--- config.mk ---
export PLATFORM = sky130hd
export DESIGN_NAME = slpc_synth_ctrl
export DESIGN_NICKNAME = d
export VERILOG_FILES = /design/src/rtl/slpc_synth_ctrl.v
export VERILOG_INCLUDE_DIRS = /design/src /design/src/rtl
export SDC_FILE = /design/constraint.sdc
export NUM_CORES = 1
export LEC_CHECK = 0
export BUFFER_PORTS_ARGS = -buffer_cell sky130_fd_sc_hd__clkbuf_2
export CAP_MARGIN = 30
export CORE_MARGIN = 8
export CORE_UTILIZATION = 40
export DETAILED_ROUTE_END_ITERATION = 12
export GPL_TIMING_DRIVEN = 0
export SETUP_SLACK_MARGIN = 0.05
export SLEW_MARGIN = 20
export SYNTH_ARGS = -nofsm -noshare
export SYNTH_HDL_FRONTEND = slang
export SYNTH_SLANG_ARGS = --single-unit
--- constraint.sdc ---
create_clock -name clk_i -period 3.7 [get_ports clk_i]
set_input_delay 0.37 -clock clk_i [delete_from_list [all_inputs] [get_ports clk_i]]
set_output_delay 0.37 -clock clk_i [all_outputs]
set_load 0.1 [all_outputs]
--- src/rtl/slpc_consts.vh ---
// constants for the synthesizer latch decode and power control block
`ifndef SLPC_CONSTS_VH
`define SLPC_CONSTS_VH

// ****************************************************
// serial word and latch selection
// ****************************************************
`define SLPC_WORD_W        24
`define SLPC_SEL_CONTROL   2'h0
`define SLPC_SEL_REFERENCE 2'h1
`define SLPC_SEL_FEEDBACK  2'h2
`define SLPC_SEL_TEST      2'h3

// ****************************************************
// control word fields
// ****************************************************
`define SLPC_C_CORE_LO   2
`define SLPC_C_CNT_RST   4
`define SLPC_C_MON_LO    5
`define SLPC_C_POLARITY  8
`define SLPC_C_TRISTATE  9
`define SLPC_C_GAIN      10
`define SLPC_C_MUTE      11
`define SLPC_C_OUTLVL_LO 12
`define SLPC_C_CUR1_LO   14
`define SLPC_C_CUR2_LO   17
`define SLPC_C_PD_REQ    20
`define SLPC_C_PD_SYNC   21

// ****************************************************
// reference and feedback word fields
// ****************************************************
`define SLPC_R_DIV_LO    2
`define SLPC_R_ABL_LO    16
`define SLPC_R_PRECISION 18
`define SLPC_R_TEST      19
`define SLPC_R_BAND_LO   20
`define SLPC_N_DIV_LO    8
`define SLPC_N_GAIN      21
`define SLPC_N_MIN       13'h0003
`define SLPC_R_MIN       14'h0001

// ****************************************************
// reset values and timing
// ****************************************************
`define SLPC_WORD_RST     24'h00_0000
`define SLPC_CLK_PS       4000
`define SLPC_PHASE_ERR_PS 15000
`define SLPC_LOCK_LONG    3'h5
`define SLPC_LOCK_SHORT   3'h3
`define SLPC_PD_SYNC_EDGES 2'h2

`endif

--- src/rtl/slpc_synth_ctrl.v ---
// latch decode, power-down and divider control of the synthesizer
`timescale 1ns/1ps
`default_nettype none
`include "slpc_consts.vh"

module slpc_synth_ctrl #(
	parameter N_W = 13,
	parameter R_W = 14
) (
	// clock (reference input) and reset
	input  wire                  clk_i,
	input  wire                  arst_n_i,
	// three-wire serial link and chip-on pin
	input  wire                  sclk_i,
	input  wire                  sdata_i,
	input  wire                  load_strobe_i,
	input  wire                  chip_on_i,
	// divided oscillator feedback
	input  wire                  feedback_i,
	// power and output state
	output reg                   powered_down_o,
	output reg                   counters_load_o,
	output reg                   ref_buffer_en_o,
	output reg                   rf_output_en_o,
	output reg                   lock_detect_o,
	// charge pump and detector
	output reg                   pump_tristate_o,
	output reg                   pump_gain_select_o,
	output reg  [2:0]            pump_current_o,
	output reg                   phase_polarity_o,
	output reg  [1:0]            antibacklash_o,
	// oscillator and monitor settings
	output reg  [1:0]            vco_output_level_o,
	output reg  [1:0]            vco_core_level_o,
	output reg  [2:0]            monitor_select_o,
	output reg                   monitor_output_pin_o,
	// divider outputs
	output reg                   ref_pulse_o,
	output reg                   fb_pulse_o,
	output reg                   band_select_tick_o
);

	// phase window rounds down to whole reference clocks
	localparam integer ERR_CYC_I = `SLPC_PHASE_ERR_PS / `SLPC_CLK_PS;
	localparam [3:0]   ERR_CYC   = ERR_CYC_I[3:0];
	localparam [1:0] ST_RUN  = 2'h0;
	localparam [1:0] ST_WAIT = 2'h1;
	localparam [1:0] ST_DOWN = 2'h2;

	// ****************************************************
	// pin synchronisers
	// ****************************************************
	reg [3:0] meta_q;
	reg [3:0] sync_q;
	reg       sclk_prev_q;
	reg       load_prev_q;
	reg       fb_prev_q;
	wire      sclk_s = sync_q[0];
	wire      sdata_s = sync_q[1];
	wire      load_s = sync_q[2];
	wire      fb_s = sync_q[3];
	wire      sclk_rise = sclk_s & ~sclk_prev_q;
	wire      load_rise = load_s & ~load_prev_q;
	wire      fb_rise = fb_s & ~fb_prev_q;
	reg       ce_meta_q;
	reg       ce_q;

	always @(posedge clk_i or negedge arst_n_i) begin
		if (!arst_n_i) begin
			meta_q      <= 4'h0;
			sync_q      <= 4'h0;
			sclk_prev_q <= 1'b0;
			load_prev_q <= 1'b0;
			fb_prev_q   <= 1'b0;
			ce_meta_q   <= 1'b0;
			ce_q        <= 1'b0;
		end else begin
			meta_q      <= {feedback_i, load_strobe_i, sdata_i, sclk_i};
			sync_q      <= meta_q;
			sclk_prev_q <= sclk_s;
			load_prev_q <= load_s;
			fb_prev_q   <= fb_s;
			ce_meta_q   <= chip_on_i;
			ce_q        <= ce_meta_q;
		end
	end

	// ****************************************************
	// serial shift register and latches
	// ****************************************************
	// never gated by power-down, so words can be loaded while asleep
	reg [23:0] shift_q;
	reg [23:0] ctrl_q;
	reg [23:0] ref_q;
	reg [23:0] fb_q;
	reg        gain_q;
	wire [1:0] sel = shift_q[1:0];
	wire       wr_ctrl = load_rise & (sel == `SLPC_SEL_CONTROL);
	wire       wr_ref = load_rise & (sel == `SLPC_SEL_REFERENCE);
	wire       wr_fb = load_rise & (sel == `SLPC_SEL_FEEDBACK);

	always @(posedge clk_i or negedge arst_n_i) begin
		if (!arst_n_i) begin
			shift_q <= `SLPC_WORD_RST;
			ctrl_q  <= `SLPC_WORD_RST;
			ref_q   <= `SLPC_WORD_RST;
			fb_q    <= `SLPC_WORD_RST;
			gain_q  <= 1'b0;
		end else begin
			if (sclk_rise) begin
				shift_q <= {shift_q[22:0], sdata_s};
			end
			if (wr_ctrl) begin
				ctrl_q <= shift_q;
				gain_q <= shift_q[`SLPC_C_GAIN];
			end
			if (wr_ref) begin
				ref_q <= shift_q;
			end
			if (wr_fb) begin
				fb_q   <= shift_q;
				gain_q <= shift_q[`SLPC_N_GAIN];
			end
			// test latch selection stores nothing: test bit must stay zero
		end
	end

	// ****************************************************
	// field decode
	// ****************************************************
	wire           pd_req = ctrl_q[`SLPC_C_PD_REQ];
	wire           pd_sync = ctrl_q[`SLPC_C_PD_SYNC];
	wire           cnt_rst = ctrl_q[`SLPC_C_CNT_RST];
	wire           mute = ctrl_q[`SLPC_C_MUTE];
	wire [R_W-1:0] r_raw = ref_q[`SLPC_R_DIV_LO +: R_W];
	wire [N_W-1:0] n_raw = fb_q[`SLPC_N_DIV_LO +: N_W];
	wire [1:0]     band_code = ref_q[`SLPC_R_BAND_LO +: 2];
	wire           precision = ref_q[`SLPC_R_PRECISION];
	// illegal low ratios are clamped to the least legal value
	wire [R_W-1:0] r_div = (r_raw < `SLPC_R_MIN) ? `SLPC_R_MIN : r_raw;
	wire [N_W-1:0] n_div = (n_raw < `SLPC_N_MIN) ? `SLPC_N_MIN : n_raw;

	// ****************************************************
	// power-down sequencing
	// ****************************************************
	reg  [1:0] pd_st_q;
	reg  [1:0] pd_st_d;
	reg  [1:0] edge_cnt_q;
	reg  [1:0] edge_cnt_d;
	wire       ref_tick;
	wire       pd_active = (pd_st_q == ST_DOWN);
	wire       asleep = pd_active | ~ce_q;
	wire       hold_cnt = asleep | cnt_rst;

	always @* begin
		pd_st_d    = pd_st_q;
		edge_cnt_d = edge_cnt_q;
		case (pd_st_q)
			ST_RUN: begin
				// arm from the word being latched: the control latch itself
				// only takes it at this edge, so its bits are still the old ones
				if (pd_req & ~pd_sync) begin
					pd_st_d = ST_DOWN;
				end else if (wr_ctrl & shift_q[`SLPC_C_PD_REQ] & shift_q[`SLPC_C_PD_SYNC]) begin
					pd_st_d    = ST_WAIT;
					edge_cnt_d = 2'h0;
				end
			end
			ST_WAIT: begin
				if (~pd_req) begin
					pd_st_d = ST_RUN;
				end else if (~pd_sync) begin
					pd_st_d = ST_DOWN;
				end else if (ref_tick) begin
					edge_cnt_d = edge_cnt_q + 2'h1;
					if (edge_cnt_q + 2'h1 == `SLPC_PD_SYNC_EDGES) begin
						pd_st_d = ST_DOWN;
					end
				end
			end
			ST_DOWN: begin
				if (~pd_req) begin
					pd_st_d = ST_RUN;
				end
			end
			default: begin
				pd_st_d = ST_RUN;
			end
		endcase
	end

	always @(posedge clk_i or negedge arst_n_i) begin
		if (!arst_n_i) begin
			pd_st_q    <= ST_RUN;
			edge_cnt_q <= 2'h0;
		end else begin
			pd_st_q    <= pd_st_d;
			edge_cnt_q <= edge_cnt_d;
		end
	end

	// ****************************************************
	// reference and feedback dividers
	// ****************************************************
	reg [R_W-1:0] r_cnt_q;
	reg [N_W-1:0] n_cnt_q;
	wire          r_end = (r_cnt_q == {R_W{1'b0}});
	wire          n_end = (n_cnt_q == {N_W{1'b0}});
	wire          fb_tick = ~hold_cnt & fb_rise & n_end;
	assign ref_tick = ~hold_cnt & r_end;

	always @(posedge clk_i or negedge arst_n_i) begin
		if (!arst_n_i) begin
			r_cnt_q <= {R_W{1'b0}};
			n_cnt_q <= {N_W{1'b0}};
		end else if (hold_cnt) begin
			r_cnt_q <= r_div - 1'b1;
			n_cnt_q <= n_div - 1'b1;
		end else begin
			r_cnt_q <= r_end ? (r_div - 1'b1) : (r_cnt_q - 1'b1);
			if (fb_rise) begin
				n_cnt_q <= n_end ? (n_div - 1'b1) : (n_cnt_q - 1'b1);
			end
		end
	end

	// ****************************************************
	// lock detection
	// ****************************************************
	// phase error is read as the age of the last reference pulse
	// at the feedback pulse; only lagging feedback is judged
	reg  [3:0] ref_age_q;
	reg  [2:0] good_q;
	reg        waiting_q;
	reg        lock_q;
	wire [2:0] need = precision ? `SLPC_LOCK_LONG : `SLPC_LOCK_SHORT;
	wire       close = (ref_age_q <= ERR_CYC);

	always @(posedge clk_i or negedge arst_n_i) begin
		if (!arst_n_i) begin
			ref_age_q <= 4'hf;
			good_q    <= 3'h0;
			waiting_q <= 1'b0;
			lock_q    <= 1'b0;
		end else if (asleep) begin
			ref_age_q <= 4'hf;
			good_q    <= 3'h0;
			waiting_q <= 1'b0;
			lock_q    <= 1'b0;
		end else begin
			if (ref_tick) begin
				ref_age_q <= 4'h0;
			end else if (ref_age_q != 4'hf) begin
				ref_age_q <= ref_age_q + 4'h1;
			end
			if (fb_tick) begin
				waiting_q <= 1'b0;
				if (close & waiting_q) begin
					if (good_q < need) begin
						good_q <= good_q + 3'h1;
					end
					if (good_q + 3'h1 >= need) begin
						lock_q <= 1'b1;
					end
				end else begin
					good_q <= 3'h0;
					lock_q <= 1'b0;
				end
			end else if (ref_tick) begin
				waiting_q <= 1'b1;
				if (waiting_q) begin
					good_q <= 3'h0;
					lock_q <= 1'b0;
				end
			end
		end
	end

	// ****************************************************
	// band select clock divider
	// ****************************************************
	reg  [2:0] band_cnt_q;
	wire [2:0] band_mask = (3'h1 << band_code) - 3'h1;

	always @(posedge clk_i or negedge arst_n_i) begin
		if (!arst_n_i) begin
			band_cnt_q <= 3'h0;
		end else if (hold_cnt) begin
			band_cnt_q <= 3'h0;
		end else if (ref_tick) begin
			band_cnt_q <= (band_cnt_q + 3'h1) & band_mask;
		end
	end

	// ****************************************************
	// registered outputs
	// ****************************************************
	always @(posedge clk_i or negedge arst_n_i) begin
		if (!arst_n_i) begin
			powered_down_o       <= 1'b1;
			counters_load_o      <= 1'b1;
			ref_buffer_en_o      <= 1'b0;
			rf_output_en_o       <= 1'b0;
			lock_detect_o        <= 1'b0;
			pump_tristate_o      <= 1'b1;
			pump_gain_select_o   <= 1'b0;
			pump_current_o       <= 3'h0;
			phase_polarity_o     <= 1'b0;
			antibacklash_o       <= 2'h0;
			vco_output_level_o   <= 2'h0;
			vco_core_level_o     <= 2'h0;
			monitor_select_o     <= 3'h0;
			monitor_output_pin_o <= 1'b0;
			ref_pulse_o          <= 1'b0;
			fb_pulse_o           <= 1'b0;
			band_select_tick_o   <= 1'b0;
		end else begin
			powered_down_o     <= asleep;
			counters_load_o    <= hold_cnt;
			ref_buffer_en_o    <= ~asleep;
			rf_output_en_o     <= ~asleep & (~mute | lock_q);
			// lock drops on the power-down edge, not one clock after it
			lock_detect_o      <= lock_q & ~asleep;
			pump_tristate_o    <= asleep | ctrl_q[`SLPC_C_TRISTATE];
			pump_gain_select_o <= gain_q;
			pump_current_o     <= gain_q ? ctrl_q[`SLPC_C_CUR2_LO +: 3]
				: ctrl_q[`SLPC_C_CUR1_LO +: 3];
			phase_polarity_o   <= ctrl_q[`SLPC_C_POLARITY];
			antibacklash_o     <= ref_q[`SLPC_R_ABL_LO +: 2];
			vco_output_level_o <= ctrl_q[`SLPC_C_OUTLVL_LO +: 2];
			vco_core_level_o   <= ctrl_q[`SLPC_C_CORE_LO +: 2];
			monitor_select_o   <= ctrl_q[`SLPC_C_MON_LO +: 3];
			// monitor pin carries lock; other sources stay outside this block
			monitor_output_pin_o <= lock_q & ~asleep;
			ref_pulse_o        <= ref_tick;
			fb_pulse_o         <= fb_tick;
			band_select_tick_o <= ref_tick & (band_cnt_q == 3'h0);
		end
	end

endmodule // slpc_synth_ctrl
`default_nettype wire

==> flow_metrics.tcl, run 1 <==
set metrics [dict create \
    status "finished with violations" \
    failed_checks "negative hold slack" \
    grt_pass1_wl_um 23700 \
    numCtsBuffers 17 \
    layout_worst_path_cycle_share 0.784 \
    routed_wl_um 14300 \
    clk_pin_slew_ns 0.06 \
    maxSlewHeadroom 0.423 \
    r2r_start "fb_q[13]$_DFFE_PN0P_" \
    dieArea_um2 21200 \
    grt.total_usage 0.140 \
    r2r_slack_ns 0.80 \
    reg2reg_to "n_cnt_q[10]$_DFFE_PN0P_" \
    critPathMaxStageDelay_ns 0.64 \
    crit_chain "or3_1 > nor4_1 > a21oi_1 > ha_1 > or4b_2 > nor3_1 > xnor2_1 > o22a_1 > o21ai_0" \
    synthArstFlopShare 1.00 \
    grt_start_max_net_pins 83 \
    nFillCells 1471 \
    clk_latency_ns 0.42 \
    clock-sinks 153 \
    via_per_inst 5.32 \
    syn-cell-area_um2 6730 \
    synth_nets 584 \
    place_ws_ns 0.786 \
    synth-main-ff-cell "dfrtp_1" \
    whs_ns -0.000422 \
    yosysWarnings 0 \
    rsz0062_at_grt "no" \
    cts_setup_buffers 0 \
    rows 47 \
    cts_resized 0 \
    ant_nets 0 \
    synthCells 564 \
    htreeDepth 4 \
    port_buffers 30 \
    worstPathArrival_ns 3.21 \
    cpMaxStageDelayCell "nor4_1" \
    p_leak_nw 3.48 \
    path_delay_family "simple AND/OR/NAND/NOR gates" \
    wl_per_cell_um 16.9 \
    ys_types 59 \
    vdd_ir_drop_max_v 0.000617 \
    area_growth_pct 15.6 \
    path_max_fanout 6 \
    fin_cells 847 \
    fin_ws_ns 0.799 \
    grt_pass1_vias 4607 \
    fin_crit_ns 2.90 \
    nNetsFinal 634 \
    critical_path_class "flip-flop to flip-flop" \
    final_common_cell "dfrtp_1" \
    cts_buffer_depth 2 \
    fp.dieW_um 146 \
    tns_ns 0 \
    grt-ovfl-total 0 \
    drv_slew 0 \
    die_y_um 146 \
    max_freq_ghz 0.345 \
    reg2reg_depth 9 \
    tightestPinTransition_ns 0.860 \
    hold_violations 1 \
    path_buf_inv 0 \
    start_util 0.407 \
    dp.cells 815 \
    startpoint_type "flip-flop" \
    clock_skew_ns 0.00979 \
    coreArea_um2 16500 \
    vias 4505 \
    max-cap-violations 0 \
    cts_tree "yes" \
    avgSynthCellArea_um2 11.9 \
    cts_hold_buf 0 \
    setup_violations 0 \
    power_per_cell_area_nw_per_um2 809 \
    finish.utilization 0.471 \
    antenna_found_initial 0 \
    drt_first_iter_violations 342 \
    required_ns 4.01 \
    end_kind "flip-flop" \
    dr.pass1.iters 5 \
    io_pins 31 \
    layout_common_cells "146 x dfrtp_1, 73 x mux2_2, 32 x nor2_1" \
    drc 0 \
    clock-root-buffer "clkbuf_16" \
    hold_path.class "input port to async pin" \
    power.total_mw 6.29 \
    synth_enable_flop_cells 0 \
    synth-seq-cells 153 \
    gp_congestion 0.794 \
    drive_above_1_share 0.239 \
    hpwl_um 9840 \
    synth_seq_area_share 0.570 \
    num_antenna_cells 0 \
]
==> stage by stage <==
| step | area, um2 | hold slack (ns) |
|---|---|---|
| finish | 7780 | -0.000422 |
| global route | 7780 | 0.0274 |
| CTS | 7780 | 0.0119 |
| detailed placement | 7190 | 0.340 |
| global placement | 7160 | 0.332 |
| floorplan | 6730 | 0.0744 |
==> cell families (layout without fill, tap and decap cells) <==
logic type,count (synthesis),in the layout,share of synthesized area
compound gates,95,95,0.0868
xor+xnor,30,30,0.0390
fa+ha+maj,13,13,0.0242
buf+inv,35,98,0.0212
flops,153,153,0.570
mux,78,78,0.130
simple gates,160,160,0.129
==> area by class of cell <==
class / count / area [um2] / share of cell area
sequential: 153 / 3840 / 0.493
multi-input combinational: 376 / 2750 / 0.354
clock buffer: 20 / 457 / 0.0587
tap: 220 / 275 / 0.0354
timing repair buffer: 31 / 186 / 0.0240
clock inverter: 12 / 130 / 0.0167
buffer: 17 / 75.1 / 0.00965
inverter: 18 / 67.6 / 0.00868
==> synth_stat cells (3+ instances only) <==
library cell | count | area share
a21oi_1 | 31 | 0.023
a31oi_1 | 3 | 0.0028
clkbuf_1 | 13 | 0.0072
dfrtp_1 | 146 | 0.54
dfstp_2 | 7 | 0.027
ha_1 | 13 | 0.024
inv_1 | 17 | 0.0095
mux2_2 | 73 | 0.12
mux2i_1 | 5 | 0.0074
nand2_1 | 30 | 0.017
nand2b_1 | 9 | 0.0084
nand3_1 | 8 | 0.0059
nand4_1 | 3 | 0.0028
nor2_1 | 32 | 0.018
nor2b_1 | 6 | 0.0056
nor3_1 | 19 | 0.014
nor3b_1 | 3 | 0.0033
nor4_1 | 12 | 0.011
nor4b_1 | 3 | 0.0039
o211ai_1 | 4 | 0.0045
o21ai_0 | 25 | 0.019
o221ai_1 | 3 | 0.0039
o22ai_1 | 5 | 0.0046
or3_1 | 11 | 0.010
or4_1 | 8 | 0.0089
xnor2_1 | 20 | 0.026
xor2_1 | 10 | 0.013
==> worst max-delay path by stage <==
| stage | slack, ns | end | startpoint | depth (start not counted) |
|---|---|---|---|---|
| 2_1_floorplan | 1.12 | edge_cnt_q[0]$_DFFE_PN0P_ | r_cnt_q[0]$_DFF_PN0_ | 8 |
| 3_3_place_gp | -0.35 | ctrl_q[7]$_DFFE_PN0P_ | arst_n_i | 1 |
| 3_5_place_dp | 0.79 | n_cnt_q[10]$_DFFE_PN0P_ | fb_q[13]$_DFFE_PN0P_ | 9 |
| 4_1_cts | 0.76 | n_cnt_q[10]$_DFFE_PN0P_ | fb_q[13]$_DFFE_PN0P_ | 9 |
| 5_1_grt | 0.55 | n_cnt_q[10]$_DFFE_PN0P_ | fb_q[13]$_DFFE_PN0P_ | 9 |
| 6_report | 0.80 | n_cnt_q[10]$_DFFE_PN0P_ | fb_q[13]$_DFFE_PN0P_ | 9 |
==> report_power, final <==
part	total (mW)	internal, mW	switching [mW]	leakage (nW)
Clock	1.71	0.984	0.728	0.286
Sequential	2.55	2.11	0.437	1.98
Combinational	2.03	0.770	1.26	1.21
Total	6.29	3.87	2.42	3.48
==> layer usage <==
metal | share of wire | wire [um] | global-route usage
met4 | 0.016 | 232 | 0.0578
met3 | 0.041 | 593 | 0.0414
met1 | 0.49 | 6970 | 0.187
met2 | 0.46 | 6510 | 0.208
met5 | 0 | 0 | 0
==> sequential cells by signal, summed over array words and instances (netlist names), 3 cells and up <==
name and flops:
shift_q 22, ctrl_q 19, ref_q 19, r_cnt_q 14
fb_q 13, n_cnt_q 13, meta_q 4, ref_age_q 4
sync_q 4, band_cnt_q 3, good_q 3, monitor_select_o 3
pump_current_o 3
Power figures use the tool's default switching activity.
==> inputs of run 2 (changes only) <==
Clock period 3.7 ns to 2.4 ns, I/O delays scaled along.
==> flow_metrics.tcl, run 2 (synthesis gave the netlist of run 1 again) <==
set metrics [dict create \
    grt-ovfl-total 0 \
    hpwl_um 9620 \
    antenna_found_initial 0 \
    coreArea_um2 16500 \
    numCtsBuffers 17 \
    num_antenna_cells 0 \
    fp.dieW_um 146 \
    grt.total_usage 0.142 \
    io_pins 31 \
    end_kind "flip-flop" \
    worstPathArrival_ns 2.66 \
    status "complete, no violations" \
    layout_worst_path_cycle_share 0.986 \
    r2r_slack_ns 0.03 \
    p_leak_nw 3.79 \
    rsz0062_at_grt "yes" \
    gp_congestion 0.799 \
    max_freq_ghz 0.422 \
    cts_buffer_depth 2 \
    drive_above_1_share 0.374 \
    layout_common_cells "142 x dfrtp_1, 73 x mux2_2, 48 x buf_4" \
    drc 0 \
    hold_path.class "flip-flop to flip-flop" \
    fin_crit_ns 2.37 \
    p_seq_frac 0.369 \
    grt_pass1_vias 4735 \
    place_area_um2 7200 \
    netSwitchingFraction 0.382 \
    dr.pass1.iters 4 \
    required_ns 2.69 \
    finish.utilization 0.518 \
    r2r_start "r_cnt_q[0]$_DFF_PN0_" \
    vias 4710 \
    switchingPower_mw 4.13 \
    tns_ns 0 \
    power.total_mw 10.8 \
    cts_tree "yes" \
    setup.worst_path.end "edge_cnt_q[1]$_DFFE_PN0P_" \
    die_y_um 146 \
    drv_slew 0 \
    max-cap-violations 0 \
    hold_violations 0 \
    grt_start_max_net_pins 90 \
    clock_skew_ns 0.00628 \
    reg2reg_to "edge_cnt_q[1]$_DFFE_PN0P_" \
    area_growth_pct 27.1 \
    pwr-share-comb 0.394 \
    reg2reg_depth 7 \
    clk_pin_slew_ns 0.06 \
    nFillCells 1417 \
    wl_per_cell_um 16.7 \
    tightestPinTransition_ns 0.614 \
    dieArea_um2 21200 \
    clock-root-buffer "clkbuf_16" \
    final_common_cell "dfrtp_1" \
    p_clk_frac 0.237 \
    regMostFlops "shift_q" \
    grt_pass1_wl_um 24700 \
    start_util 0.407 \
    clock-sinks 153 \
    largest_reg_flops 22 \
    final_area_um2 8560 \
    multi_input_area_um2 3100 \
    power_per_cell_area_nw_per_um2 1260 \
    htreeDepth 4 \
    drt_first_iter_violations 292 \
    ant_nets 0 \
    seq_area_um2 3840 \
    via_per_inst 5.24 \
    whs_ns 0.347 \
    routed_wl_um 15000 \
    startpoint_type "flip-flop" \
    clk_latency_ns 0.42 \
    vdd_ir_drop_max_v 0.000723 \
    rows 47 \
    nNetsFinal 686 \
    port_buffers 30 \
    setup_violations 0 \
    critical_path_class "flip-flop to flip-flop" \
    cellInternalPower_mw 6.67 \
    largestRegisters "shift_q: 22 flops, ctrl_q: 19 flops, ref_q: 19 flops" \
    cp-startpoint "r_cnt_q[0]$_DFF_PN0_" \
    path_max_fanout 4 \
    maxSlewHeadroom 0.587 \
]
-- run 2: repair_timing --
action | 4_1_cts | 5_1_grt
hold buffers | 6 | 0
hold endpoints to repair | 69 | 0
endpoints found under the setup margin | 38 | 39
resized for setup | 44 | 44
setup buffers | 23 | 26
pin swaps | 9 | 15
-- run 2: layout make-up --
class | instances | share of cell area
Sequential cell | 153 | 0.449
Clock buffer | 20 | 0.0534
Tap cell | 220 | 0.0322
Multi-Input combinational cell | 376 | 0.363
Buffer | 15 | 0.00980
Inverter | 18 | 0.00790
Clock inverter | 12 | 0.0135
Timing Repair Buffer | 85 | 0.0714
-- run 2: metal layers --
layer  part of all wire  vias up  track usage
met5                  0        -            0
met1               0.48     2371        0.193
met3              0.034       12       0.0289
li1                   -     2254            -
met4              0.011        0       0.0500
met2               0.48       73        0.222
-- run 2: worst max-delay path, cell delays in order (launching register included) --
cell      delay [ns]
dfrtp_1         0.39
inv_2           0.07
ha_4            0.12
or4b_4          0.48
or4_4           0.54
or4_4           0.46
o211ai_1        0.10
o21ai_1         0.09
-- run 2: worst min-delay path by stage --
stage,start,to,slack [ns],cells past startpoint
6_report,meta_q[2]$_DFF_PN0_,sync_q[2]$_DFF_PN0_,0.35,0
5_1_grt,meta_q[2]$_DFF_PN0_,sync_q[2]$_DFF_PN0_,0.35,0
4_1_cts,meta_q[2]$_DFF_PN0_,sync_q[2]$_DFF_PN0_,0.35,0
3_5_place_dp,arst_n_i,antibacklash_o[1]$_DFF_PN0_,0.28,1
3_3_place_gp,meta_q[1]$_DFF_PN0_,sync_q[1]$_DFF_PN0_,0.33,0
2_1_floorplan,arst_n_i,antibacklash_o[0]$_DFF_PN0_,-0.06,0
-- run 2: power groups by stage --
stage	logic, mW	clock network, mW	registers (mW)
2_1_floorplan	1.89	0	4.37
3_3_place_gp	3.04	0	3.94
3_5_place_dp	3.11	0	3.97
4_1_cts	3.64	2.62	3.96
5_1_grt	4.60	2.72	4.09
6_report	4.25	2.56	3.99
-- run 2: stage by stage --
step                      instances  worst slack, ns
after floorplan                 564          -0.0332
after global placement          814            -1.52
after detailed placement        815           -0.369
after CTS                       875          -0.0702
after global routing            899          -0.0401
final                           899           0.0328
==> inputs of run 3 (changes only) <==
Settings changed: CORE_MARGIN 8 to 3, CORE_UTILIZATION 40 to 30, CTS_CLUSTER_SIZE from default to 8.
==> flow_metrics.tcl, run 3 (synthesis gave the netlist of run 1 again) <==
set metrics [dict create \
    drt_first_iter_violations 297 \
    regMostFlops "shift_q" \
    cpMaxStageDelayCell "or4_4" \
    clock_skew_ns 0.0105 \
    clock-sinks 153 \
    hpwl_um 9340 \
    clk_latency_ns 0.42 \
    startpoint_type "flip-flop" \
    grt_start_max_net_pins 84 \
    failed_checks "negative setup slack" \
    cts_buffer_depth 2 \
    path_delay_family "simple AND/OR/NAND/NOR gates" \
    power_per_cell_area_nw_per_um2 1230 \
    grt_pass1_vias 4497 \
    largestRegisters "shift_q: 22 flops, ctrl_q: 19 flops, ref_q: 19 flops" \
    setup_violations 2 \
    clk_pin_slew_ns 0.06 \
    status "finished with violations" \
    fin_ws_ns -0.0484 \
    layout_worst_path_cycle_share 1.02 \
    tns_ns -0.0903 \
    fin_crit_ns 2.45 \
    ant_nets 0 \
    path_buf_inv 2 \
    layout_common_cells "142 x dfrtp_1, 73 x mux2_2, 31 x clkbuf_2" \
    required_ns 2.70 \
    critical_path_class "flip-flop to flip-flop" \
    grt-ovfl-total 0 \
    io_pins 31 \
    coreArea_um2 22000 \
    final_area_um2 8370 \
    antenna_found_initial 0 \
    maxSlewHeadroom 0.559 \
    nNetsFinal 664 \
    numCtsBuffers 17 \
    nFillCells 2087 \
    wl_per_cell_um 15.3 \
    vias 4644 \
    area_growth_pct 24.3 \
    finish.utilization 0.381 \
    via_per_inst 4.96 \
    num_antenna_cells 0 \
    vdd_ir_drop_max_v 0.000646 \
    hold_violations 0 \
    grt_pass1_wl_um 23700 \
    rows 54 \
    final_common_cell "dfrtp_1" \
    worstPathArrival_ns 2.75 \
    cpMostUsedCell "or4_4" \
    end_kind "flip-flop" \
    drc 0 \
    grt.total_usage 0.122 \
    dieArea_um2 24300 \
    rsz0062_at_grt "yes" \
    p_leak_nw 3.67 \
    power.total_mw 10.3 \
    critPathMaxStageDelay_ns 0.50 \
    gp_congestion 0.869 \
    hold_path.class "flip-flop to flip-flop" \
    crit_chain "inv_2 > ha_4 > or4b_4 > or4_4 > buf_8 > or4_4 > o211ai_1 > o21ai_1" \
    path_max_fanout 4 \
    clock-root-buffer "clkbuf_16" \
    die_y_um 156 \
    tightestPinTransition_ns 0.652 \
    port_buffers 30 \
    start_util 0.307 \
    max-cap-violations 0 \
    cts_tree "yes" \
    htreeDepth 4 \
    largest_reg_flops 22 \
    fp.dieW_um 156 \
    drv_slew 0 \
    dr.pass1.iters 7 \
    max_freq_ghz 0.408 \
    drive_above_1_share 0.349 \
    place_area_um2 7280 \
    routed_wl_um 14400 \
]
==> run 3: cell count changes in the layout (fill, tap and decap cells not counted), sizes merged <==
cell | previous run | this run
buf | 53 | 32
clkbuf | 61 | 57
inv | 20 | 24
clkinv | 6 | 8
clkinvlp | 3 | 1
bufinv | 1 | 0
==> run 3: area by class of cell <==
type	count	area (um2)	share of cell area
plain buffers	16	100	0.0120
clock buffers	17	425	0.0509
clock inverters	15	114	0.0136
inverters	18	67.6	0.00808
multi-input cells	376	3030	0.362
flip-flops and latches	153	3840	0.459
well taps	280	350	0.0419
repair buffers	62	434	0.0519
==> run 3: power breakdown <==
group          leakage, nW  total (mW)  internal (mW)  switching [mW]
Sequential            1.98        3.97           3.26           0.705
Clock                0.271        2.45           1.34            1.11
Combinational         1.43        3.84           1.64            2.21
==> run 3: final timing paths <==
kind	start	end	slack, ns	depth (start not counted)
setup / recovery	r_cnt_q[0]$_DFF_PN0_	edge_cnt_q[1]$_DFFE_PN0P_	-0.05	8
hold / removal	meta_q[1]$_DFF_PN0_	sync_q[1]$_DFF_PN0_	0.35	0
setup reg to reg	r_cnt_q[0]$_DFF_PN0_	edge_cnt_q[1]$_DFFE_PN0P_	-0.05	8
hold reg to reg	meta_q[1]$_DFF_PN0_	sync_q[1]$_DFF_PN0_	0.35	0
max in group asynchronous	arst_n_i	ref_age_q[0]$_DFFE_PN1P_	1.18	3
min in group asynchronous	arst_n_i	r_cnt_q[6]$_DFF_PN0_	0.41	2
==> run 3: repair_timing <==
action                                  4_1_cts  5_1_grt
pin swaps                                     7       14
hold endpoints to repair                     70        0
endpoints found under the setup margin       38       34
buffers inserted                             14       11
cloned                                        0        0
resized for setup                            49       30
hold buffers                                  6        0
==> run 3: stage by stage <==
stage,instances,hold slack [ns],setup slack [ns]
floorplan,564,-0.0556,-0.0332
global placement,874,0.332,-1.67
detailed placement,875,0.310,-0.406
CTS,926,0.350,-0.0705
global route,937,0.352,-0.152
finish,937,0.348,-0.0484
==> run 3: routing by layer <==
metal,wire (um),up-vias,global-route usage
li1,-,2212,-
met3,475,15,0.0258
met2,7010,107,0.192
met4,255,0,0.0500
met1,6620,2310,0.165
met5,0,-,0
